==> config.mk <==
export PLATFORM = sky130hd
export DESIGN_NAME = dmp_top
export DESIGN_NICKNAME = d
export VERILOG_FILES = /design/src/dmp_top.v /design/src/dmp_addr_match.v
export VERILOG_INCLUDE_DIRS = /design/src
export SDC_FILE = /design/constraint.sdc
export NUM_CORES = 1
export LEC_CHECK = 0
export ABC_AREA = 1
export ABC_CLOCK_PERIOD_IN_PS = 1600
export BUFFER_PORTS_ARGS = -buffer_cell sky130_fd_sc_hd__buf_4
export CORE_ASPECT_RATIO = 1.25
export CORE_UTILIZATION = 47
export DETAILED_ROUTE_END_ITERATION = 8
export GPL_TIMING_DRIVEN = 0
export PLACE_DENSITY = 0.79
export SYNTH_ARGS = -nofsm -noshare
export SYNTH_HDL_FRONTEND = slang
export SYNTH_SLANG_ARGS = --single-unit
==> constraint.sdc <==
create_clock -name clock_i -period 1.6 [get_ports clock_i]
set_input_delay 0.08 -clock clock_i [delete_from_list [all_inputs] [get_ports clock_i]]
set_output_delay 0.08 -clock clock_i [all_outputs]
set_load 0.03 [all_outputs]
==> src/dmp_defines.vh <==
// Constants for the discrete monitor port: offsets, fields, resets, codes
`ifndef DMP_DEFINES_VH
`define DMP_DEFINES_VH

// ==========================================================================
// Port word layout
// ==========================================================================
`define DMP_PORT_W 16
`define DMP_CMD_W 2
`define DMP_MON_W 14
`define DMP_MON_LSB 2
`define DMP_START_BIT 0
`define DMP_SECOND_BIT 1
`define DMP_CUB_TIE_BRK_BIT 2
`define DMP_CUB_UTIL_BRK_BIT 3
`define DMP_CUB_AC_CTRL_BIT 8
`define DMP_CUB_FUEL1_BIT 9
`define DMP_CUB_FUEL2_BIT 10
`define DMP_CUB_VF_FAIL_BIT 11
`define DMP_CUB_LOAD_SHED_BIT 12
`define DMP_CUB_HORN_BIT 13
`define DMP_CUB_UNUSED_MASK 16'h40F0

// ==========================================================================
// Unit address
// ==========================================================================
`define DMP_ADDR_W 6
`define DMP_ADDR_FIXED_BIT 5
`define DMP_ADDR_GEN1 6'h02
`define DMP_ADDR_GEN2 6'h03
`define DMP_ADDR_CUBICLE 6'h04

// ==========================================================================
// Register offsets (word index on the register port)
// ==========================================================================
`define DMP_RA_W 4
`define DMP_REG_PORT 4'h0
`define DMP_REG_CMD 4'h1
`define DMP_REG_ROLE 4'h2
`define DMP_REG_UNIT 4'h3
`define DMP_REG_IRQ_STAT 4'h4
`define DMP_REG_IRQ_CLR 4'h5
`define DMP_REG_IRQ_EN 4'h6
`define DMP_REG_LAST_REQ 4'h7

// ==========================================================================
// Reset values and codes
// ==========================================================================
`define DMP_CMD_RST 2'h3
`define DMP_ROLE_GENERATOR 1'h0
`define DMP_ROLE_CUBICLE 1'h1
`define DMP_ROLE_RST 1'h0
`define DMP_EVT_W 4
`define DMP_EVT_RST 4'h0
`define DMP_EVT_MATCH 0
`define DMP_EVT_FOREIGN 1
`define DMP_EVT_MON_CHG 2
`define DMP_EVT_CMD_CHG 3

`endif

==> src/dmp_top.v <==
// Discrete monitor port: address decode, command bits, monitor readout
// Behaviour
// - Act only on messages carrying own address
// - Acknowledges carry own strapped unit address
// - Address inputs form binary code, bit5 most significant
// - Generator modules drive no command outputs
// - Cubicle: start bit zero closes start relay
// - Monitor bits pass uninverted beyond isolator
// - Applied 24 volts reads low, zero reads high
// - Cubicle bits 2,3 breakers; 4-7,14 unused
// - Sixteen bits: two commands low, fourteen monitors
`timescale 1ns/100ps
module dmp_top (
    // Clock and reset
    input wire clock_i,
    input wire rst_i,
    // Unit address strap pins
    input wire [5:0] strap_i,
    // Isolated monitor inputs, port bits 15..2
    input wire [13:0] monitor_i,
    // Bus request message
    input wire req_valid_i,
    input wire [5:0] req_addr_i,
    input wire req_is_cmd_i,
    input wire [15:0] req_data_i,
    // Acknowledge message
    output reg ack_valid_o,
    output reg [5:0] ack_addr_o,
    output reg ack_is_cmd_o,
    output reg [15:0] ack_data_o,
    // Relay drives, high closes the normally open contact
    output reg start_relay_o,
    output reg second_relay_o,
    // Register port
    input wire [3:0] reg_addr_i,
    input wire [31:0] reg_wdata_i,
    input wire reg_wr_i,
    input wire reg_rd_i,
    output reg [31:0] reg_rdata_o,
    // Interrupt
    output wire irq_o
);
`include "dmp_defines.vh"

    // ======================================================================
    // Declarations
    // ======================================================================
    reg [1:0] cmd_reg;
    reg [1:0] cmd_next;
    reg role_reg;
    reg [13:0] mon_prev_reg;
    reg [3:0] irq_stat_reg;
    reg [3:0] irq_en_reg;
    reg [3:0] evt_next;
    reg [5:0] last_req_reg;
    wire [5:0] unit_addr;
    wire hit;
    wire req_take;
    wire [15:0] port_word;
    wire [15:0] port_cmd_word;

    // Decodes a register index against a given register offset
    function sel;
        input [3:0] addr;
        input [3:0] which;
        begin
            sel = (addr == which);
        end
    endfunction

    // ======================================================================
    // Address decode
    // ======================================================================
    dmp_addr_match u_match (
        .clock_i(clock_i),
        .rst_i(rst_i),
        .strap_i(strap_i),
        .req_addr_i(req_addr_i),
        .unit_addr_o(unit_addr),
        .hit_o(hit)
    );

    // Foreign messages are not taken; only the foreign event and request trace see them
    assign req_take = req_valid_i && hit;

    // ======================================================================
    // Port word
    // ======================================================================
    // Monitors pass straight through; isolator already inverted them
    assign port_word = {monitor_i, cmd_reg};
    // Command reply reflects the bits just being written
    assign port_cmd_word = {monitor_i, cmd_next};

    // ======================================================================
    // Command bits
    // ======================================================================
    // Message write wins over a software write in the same cycle
    always @* begin
        cmd_next = cmd_reg;
        if (reg_wr_i && sel(reg_addr_i, `DMP_REG_CMD)) begin
            cmd_next = reg_wdata_i[1:0];
        end
        if (req_take && req_is_cmd_i) begin
            cmd_next = req_data_i[1:0];
        end
    end

    always @(posedge clock_i) begin
        if (rst_i) begin
            cmd_reg <= `DMP_CMD_RST;
        end else begin
            cmd_reg <= cmd_next;
        end
    end

    // ======================================================================
    // Relay drives
    // ======================================================================
    // Only the cubicle role closes a contact, and only for the start bit
    always @(posedge clock_i) begin
        if (rst_i) begin
            start_relay_o <= 1'b0;
            second_relay_o <= 1'b0;
        end else begin
            // Zero in the start bit closes the contact
            start_relay_o <= (role_reg == `DMP_ROLE_CUBICLE) &&
                             !cmd_reg[`DMP_START_BIT];
            // Second bit is wired to nothing in either role
            second_relay_o <= 1'b0;
        end
    end

    // ======================================================================
    // Acknowledge
    // ======================================================================
    // One-cycle reply after each own request, address always inserted
    always @(posedge clock_i) begin
        if (rst_i) begin
            ack_valid_o <= 1'b0;
            ack_addr_o <= 6'h00;
            ack_is_cmd_o <= 1'b0;
            ack_data_o <= 16'h0000;
        end else begin
            ack_valid_o <= req_take;
            if (req_take) begin
                ack_addr_o <= unit_addr;
                ack_is_cmd_o <= req_is_cmd_i;
                if (req_is_cmd_i) begin
                    ack_data_o <= port_cmd_word;
                end else begin
                    ack_data_o <= port_word;
                end
            end
        end
    end

    // ======================================================================
    // Role and request trace
    // ======================================================================
    always @(posedge clock_i) begin
        if (rst_i) begin
            role_reg <= `DMP_ROLE_RST;
            last_req_reg <= 6'h00;
        end else begin
            if (reg_wr_i && sel(reg_addr_i, `DMP_REG_ROLE)) begin
                role_reg <= reg_wdata_i[0];
            end
            if (req_valid_i) begin
                last_req_reg <= req_addr_i;
            end
        end
    end

    // ======================================================================
    // Events and interrupt
    // ======================================================================
    // Monitor change compares against last sample; inputs are synchronous
    always @* begin
        evt_next = `DMP_EVT_RST;
        evt_next[`DMP_EVT_MATCH] = req_take;
        evt_next[`DMP_EVT_FOREIGN] = req_valid_i && !hit;
        evt_next[`DMP_EVT_MON_CHG] = (monitor_i != mon_prev_reg);
        evt_next[`DMP_EVT_CMD_CHG] = (cmd_next != cmd_reg);
    end

    // Set beats clear so an event in the clear cycle survives
    always @(posedge clock_i) begin
        if (rst_i) begin
            irq_stat_reg <= `DMP_EVT_RST;
            irq_en_reg <= `DMP_EVT_RST;
            mon_prev_reg <= 14'h3FFF;
        end else begin
            mon_prev_reg <= monitor_i;
            if (reg_wr_i && sel(reg_addr_i, `DMP_REG_IRQ_CLR)) begin
                irq_stat_reg <= (irq_stat_reg & ~reg_wdata_i[3:0]) |
                                evt_next;
            end else begin
                irq_stat_reg <= irq_stat_reg | evt_next;
            end
            if (reg_wr_i && sel(reg_addr_i, `DMP_REG_IRQ_EN)) begin
                irq_en_reg <= reg_wdata_i[3:0];
            end
        end
    end

    assign irq_o = |(irq_stat_reg & irq_en_reg);

    // ======================================================================
    // Register read
    // ======================================================================
    // Data stands only in the cycle after the read strobe
    always @(posedge clock_i) begin
        if (rst_i) begin
            reg_rdata_o <= 32'h00000000;
        end else if (reg_rd_i) begin
            case (reg_addr_i)
                `DMP_REG_PORT: reg_rdata_o <= {16'h0000, port_word};
                `DMP_REG_CMD: reg_rdata_o <= {30'h00000000, cmd_reg};
                `DMP_REG_ROLE: reg_rdata_o <= {31'h00000000, role_reg};
                `DMP_REG_UNIT: reg_rdata_o <= {26'h0000000, unit_addr};
                `DMP_REG_IRQ_STAT: reg_rdata_o <= {28'h0000000, irq_stat_reg};
                `DMP_REG_IRQ_EN: reg_rdata_o <= {28'h0000000, irq_en_reg};
                `DMP_REG_LAST_REQ: reg_rdata_o <= {26'h0000000, last_req_reg};
                default: reg_rdata_o <= 32'h00000000;
            endcase
        end else begin
            reg_rdata_o <= 32'h00000000;
        end
    end

endmodule // dmp_top

==> src/dmp_addr_match.v <==
// Strapped unit address capture and request address comparison
`timescale 1ns/100ps
module dmp_addr_match (
    // Clock and reset
    input wire clock_i,
    input wire rst_i,
    // Strap pins and request address
    input wire [5:0] strap_i,
    input wire [5:0] req_addr_i,
    // Results
    output reg [5:0] unit_addr_o,
    output wire hit_o
);
`include "dmp_defines.vh"

    reg captured_reg;

    // ======================================================================
    // Strap capture
    // ======================================================================
    // Straps are caught once after reset release; they never move in use
    always @(posedge clock_i) begin
        if (rst_i) begin
            captured_reg <= 1'b0;
            unit_addr_o <= 6'h00;
        end else if (!captured_reg) begin
            captured_reg <= 1'b1;
            // Open pin reads 1, grounded reads 0: value taken as binary
            unit_addr_o <= strap_i;
        end
    end

    // ======================================================================
    // Compare
    // ======================================================================
    // No hit before straps are held, so early requests are ignored
    assign hit_o = captured_reg && (req_addr_i == unit_addr_o);

endmodule // dmp_addr_match

Yosys cells after proc, flatten, opt, wreduce, memory -nomap -nowiden
Index checks and enable logic that the tools add are counted.
- $add $sub $neg: 0
- multiply operators: 0
- div/mod/pow operators: 0
- magnitude comparators: 0
- equal/unequal tests: 10
- shift-type cells: 0
- multiplexer cells: 6
- bitwise logic cells: 6
- reductions and logical operators: 14
- operator list (operator ; count):
    $pmux W16 S7 ; 1
    $eq A4 B3 Y1 const B ; 4
    $ne A14 B14 Y1 ; 1
    $logic_and A1 B1 Y1 ; 9
    $and A4 B4 Y4 ; 2
    $eq A4 B2 Y1 const B ; 2
    $or A4 B4 Y4 ; 2
    $eq A6 B6 Y1 ; 1
    $mux W2 ; 3
    $eq A4 B1 Y1 const B ; 1
    $logic_not A4 Y1 ; 1
    $mux W4 ; 1
    $not A4 Y4 ; 1
    $reduce_or A4 Y1 ; 1
    $logic_not A1 Y1 ; 2
    $ne A2 B2 Y1 ; 1
    $reduce_or A2 Y1 ; 1
    $mux W1 ; 1
    $not A1 Y1 ; 1
- flip-flop bits (word level): 95
- bits in latches: 0
- bits in writable memories: 0
- memory bits (read-only): 0
- input bits: 84
- output and inout port bits: 59
- logic and storage cells: 50
- memories kept: 0

Depth between registers and ports, before layout
- depth after elaboration: 8
- mapped depth: 13
- mapped depth without buffers: 13

By module
Synthesis repeated with hierarchy kept, for this count alone.
- cell total of the unflattened synthesis: 416
- area total of the unflattened synthesis: 3206.8 um^2
- by module, submodules not included (module ; times used ; cells each ; area each (um^2) ; sequential area each (um^2)):
    dmp_top ; 1 ; 364 ; 2859.0 ; 1441.4
    dmp_addr_match ; 1 ; 52 ; 347.8 ; 140.1

Least setup slack after synthesis
Ideal clock, no wire load.
- path kind: reg2reg
- from: register u_match.captured_reg
- to: register irq_stat_reg[3]
- setup time: 0.113 ns
- arrival: 1.312 ns
- data required time: 1.487 ns
- slack: 0.174 ns
- stages on the path, launching flop included: 12
- buffers on the path: 0
- clock period less this slack: 1.426 ns
- cells stage by stage: dfxtp_1 inv_2 o21ai_1 nand3_1 nor2_4 nand3_1 nand2_1 nand2_1 nand2_1 nand2_1 nor2_1 nor2_1
- cells in the longest elaborated chain, start to end: 7
- elaborated cells on any way between the ends: 8
- those cells by class: 1 x eq/ne; 2 x mux; 2 x bitwise; 3 x reduce/logical
- RTL lines (element ; line ; source):
    start: declaration ; dmp_addr_match.v:16 ; reg captured_reg;
    start signal: assignment ; dmp_addr_match.v:24 ; captured_reg <= 1'b0;
    start signal: assignment ; dmp_addr_match.v:27 ; captured_reg <= 1'b1;
    $logic_and A1 B1 Y1 * ; dmp_addr_match.v:37 ; assign hit_o = captured_reg && (req_addr_i == unit_addr_o);
    $logic_and A1 B1 Y1 * ; dmp_top.v:84 ; assign req_take = req_valid_i && hit;
    $logic_and A1 B1 Y1 * ; dmp_top.v:103 ; if (req_take && req_is_cmd_i) begin
    $mux W2 * ; dmp_top.v:103 ;
    $ne A2 B2 Y1 * ; dmp_top.v:183 ; evt_next[`DMP_EVT_CMD_CHG] = (cmd_next != cmd_reg);
    $or A4 B4 Y4, on equally long branches ; dmp_top.v:198, dmp_top.v:195 ;
    $mux W4 * ; dmp_top.v:194 ; if (reg_wr_i && sel(reg_addr_i, `DMP_REG_IRQ_CLR)) begin
    end signal: assignment ; dmp_top.v:189 ; irq_stat_reg <= `DMP_EVT_RST;
    end signal: assignment ; dmp_top.v:195 ; irq_stat_reg <= (irq_stat_reg & ~reg_wdata_i[3:0]) |
    end signal: assignment ; dmp_top.v:198 ; irq_stat_reg <= irq_stat_reg | evt_next;
    end: declaration ; dmp_top.v:52 ; reg [3:0] irq_stat_reg;
Every way passes the cells marked *; elsewhere a longest branch is shown, timed or not.
A chain may end at the register's enable or synchronous reset.

Worst setup path after layout
- from: register u_match.unit_addr_o[0]
- to: register irq_stat_reg[3]
- cells in the longest elaborated chain, start to end: 8
- elaborated cells on any way between the ends: 9
- those cells by class: 2 x eq/ne; 2 x mux; 2 x bitwise; 3 x reduce/logical
- RTL lines (element ; line ; source):
    start: declaration ; dmp_addr_match.v:11 ; output reg [5:0] unit_addr_o,
    start signal: assignment ; dmp_addr_match.v:29 ; unit_addr_o <= strap_i;
    $eq A6 B6 Y1 * ; dmp_addr_match.v:37 ;
    $logic_and A1 B1 Y1 * ; dmp_addr_match.v:37 ;
    $logic_and A1 B1 Y1 * ; dmp_top.v:84 ;
    $logic_and A1 B1 Y1 * ; dmp_top.v:103 ;
    $mux W2 * ; dmp_top.v:103 ;
    $ne A2 B2 Y1 * ; dmp_top.v:183 ;
    $or A4 B4 Y4, on equally long branches ; dmp_top.v:198, dmp_top.v:195 ;
    $mux W4 * ; dmp_top.v:194 ;
Marks and branches as above.

==> summary.txt <==
Status -> complete, no violations
Fin Setup TNS -> 0 ns
Setup crit end kind -> flip-flop
Fin. Hold Viols -> 0
CP max stage cell -> dfxtp_2
CP most frequent cell -> nor2_1
DRC Markers -> 0
Setup Viol. Count Final -> 0
Syn avg cell area -> 7.77 um2
Drt pass-1 iters -> 5
Min Hold Slack -> 0.00887 ns
Initial Util -> 48.8%
Ant diodes -> 0
LEAKAGE -> 2.17 nW
Mux cell area share after synthesis -> 0%
Ys async rst share -> 0%
Crit share post-route -> 98.5%
Synth Register Bits -> 79
Worst-path clk slew -> 0.07 ns
Pre-CTS setup slack -> -0.0857 ns
Row count -> 33
Initial antenna violation count -> 0
Clock sinks -> 79
Worst path top cell family by delay -> simple AND/OR/NAND/NOR gates
Compound-gate portion of the synthesized area -> 15.7%
Sequential area share after synthesis -> 49.1%
Worst Tran Pin Value -> 0.570 ns
Worst skew pair latency -> 0.35 ns
Simple-gate portion of the synthesized area -> 20.1%
Via count -> 3,236
Vias in the first global route -> 2,960
Count of flip-flops with a built-in enable after synthesis -> 0
Layout cell share with drive strength beyond 1 -> 27.8%
Boundary Pins -> 143
Layout area overhead -> 41.8%
Die width -> 76.1 um
Nets -> 634
Largest net degree at the start of global routing -> 13
Global-route usage over all layers -> 25.3%
Global-route wire length before repair -> 13,800 um
Cts bufs inserted -> 9
Layout Skew -> 0.00982 ns
Final ANT Viol Nets -> 0
Htree depth -> 3
Detailed Place HPWL -> 6050 um
Final WL -> 8960 um
Fmax -> 634 MHz
CP cell instances -> inv_4, nand2_1, nand2_1, nor2_1, nand2_2, nor2_4, buf_6, nand4_1, nand3_1, nand3_1, nor2_1, nor2_1
Max clock buf depth -> 2
DR iter-0 viols -> 154
PD cells -> 922 nW/um2
Slew Viols, Final -> 0
Core area -> 6610 um2
Most frequent cells in the layout -> buf_4 (100), dfxtp_1 (73), nand2_1 (60)
WS Path Type -> flip-flop to flip-flop
Req. time, crit path -> 1.84 ns
Die area -> 7200 um2
Critical Path Fanout Max -> 3
Cells after synthesis -> 415
CTS tree -> yes
Startpoint Class -> flip-flop
Slowest Stage Delay on Critical Path -> 0.35 ns
Prevailing post-synth register cell -> dfxtp_1
Vias per cell -> 5.05
Post-Synth Adder-Cell Area -> 0%
Final min period -> 1.58 ns
Clk Tree Root Cell -> clkbuf_8
Grt ovf -> 0
Port bufs -> 80
Unique masters post-synth -> 33
Buf/Inv on CP -> 2
Avg WL per Cell -> 14.0 um
Most common cell after layout, fill and taps aside -> buf_4
XOR/XNOR Fraction of Synth Area -> 2.17%
Die height -> 94.6 um
Area of the mapped netlist -> 3220 um2
MaxCap Viol Count -> 0
Final WS setup -> 0.0239 ns
Ys Warns -> 0
Final Power -> 4.21 mW
VDD IR max -> 0.000755 V
RSZ-0062 raised after global routing -> true
Critical path data arrival time -> 1.81 ns
Final GP Congestion -> 0.907
Largest family of logic cells by synthesized area -> simple AND/OR/NAND/NOR gates
Worst rel slew slack -> 62.0%
Hold WC Path Type -> input pin to flip-flop
-- worst paths after layout --
| kind | to | depth (start not counted) | start | slack [ns] |
|---|---|---|---|---|
| max reg2reg | irq_stat_reg[3]$_SDFF_PP0_ | 12 | u_match.unit_addr_o[0]$_SDFFE_PP0N_ | 0.02 |
| max | irq_stat_reg[3]$_SDFF_PP0_ | 12 | u_match.unit_addr_o[0]$_SDFFE_PP0N_ | 0.02 |
| min | u_match.unit_addr_o[3]$_SDFFE_PP0N_ | 3 | strap_i[3] | 0.009 |
| min reg2reg | ack_is_cmd_o$_SDFFE_PP0P_ | 2 | ack_is_cmd_o$_SDFFE_PP0P_ | 0.46 |
-- area by class of cell --
class                           count  area [um2]
Clock buffer                       11         141
Fill cell                         549        2040
Buffer                             33         231
Clock inverter                      4        70.1
Tap cell                           87         109
Multi-Input combinational cell    267        1320
Sequential cell                    79        1590
Inverter                           52         205
Timing Repair Buffer              108         898
-- stage by stage --
step                      util (%)  instances  instance area (um2)
after floorplan                  -        431                 3280
after global placement        60.4        598                 3990
after detailed placement      60.4        598                 3990
after CTS                     67.6        639                 4470
after global routing          69.2        641                 4570
final                         69.2        641                 4570
-- layer usage --
| metal | share of wire, % | track usage [%] | routed length, um |
|---|---|---|---|
| met5 | 0 | 0 | 0 |
| met2 | 52 | 46.1 | 4670 |
| met3 | 7.0 | 6.57 | 630 |
| met4 | 2.4 | 10.1 | 219 |
| met1 | 38 | 28.3 | 3440 |
-- worst reg2reg max path, stage by stage, from the launching register on --
cell and delay [ns]:
dfxtp_2 0.35, inv_4 0.04, nand2_1 0.05, nand2_1 0.05
nor2_1 0.13, nand2_2 0.09, nor2_4 0.17, buf_6 0.13
nand4_1 0.11, nand3_1 0.14, nand3_1 0.08, nor2_1 0.09
nor2_1 0.04
-- Yosys cell counts, types with 2 or more instances --
| master | n | area share, % |
|---|---|---|
| dfxtp_1 | 79 | 49 |
| nand2_1 | 63 | 7.3 |
| inv_1 | 48 | 5.6 |
| o21ai_0 | 45 | 7.0 |
| a21oi_1 | 38 | 5.9 |
| nor2_1 | 33 | 3.8 |
| buf_4 | 21 | 4.9 |
| nand3_1 | 17 | 2.6 |
| nor3_1 | 12 | 1.9 |
| clkbuf_1 | 8 | 0.93 |
| or2_2 | 8 | 1.6 |
| nand4_1 | 7 | 1.4 |
| o22ai_1 | 4 | 0.78 |
| xnor2_1 | 4 | 1.1 |
| xor2_1 | 4 | 1.1 |
| inv_2 | 3 | 0.35 |
| a211oi_1 | 2 | 0.47 |
| buf_6 | 2 | 0.70 |
| o21ai_1 | 2 | 0.31 |
| o221ai_1 | 2 | 0.54 |
-- timing repair --
action	CTS	global route
setup endpoints to repair	22	24
gates resized for setup	2	30
buffers inserted	2	3
hold buffers	24	0
endpoints found under the hold margin	27	0
cloned	0	1
pin swaps	3	13
-- logic make-up after synthesis --
| kind of cell | after synthesis |
|---|---|
| DFF | 79 |
| other | 1 |
| AOI/OAI and AO/OA | 96 |
| and+or+nand+nor | 146 |
| xor gates and xnor gates | 8 |
| buffers and inverters | 85 |
-- report_power, final --
group          leakage [nW]  switching (mW)  total, mW  internal, mW
clock network         0.109           0.697       1.61         0.908
registers             0.647          0.0369       2.06          2.03
logic                  1.42           0.309      0.545         0.237
total                  2.17            1.04       4.21          3.17
(Power assumes the default switching activity.)
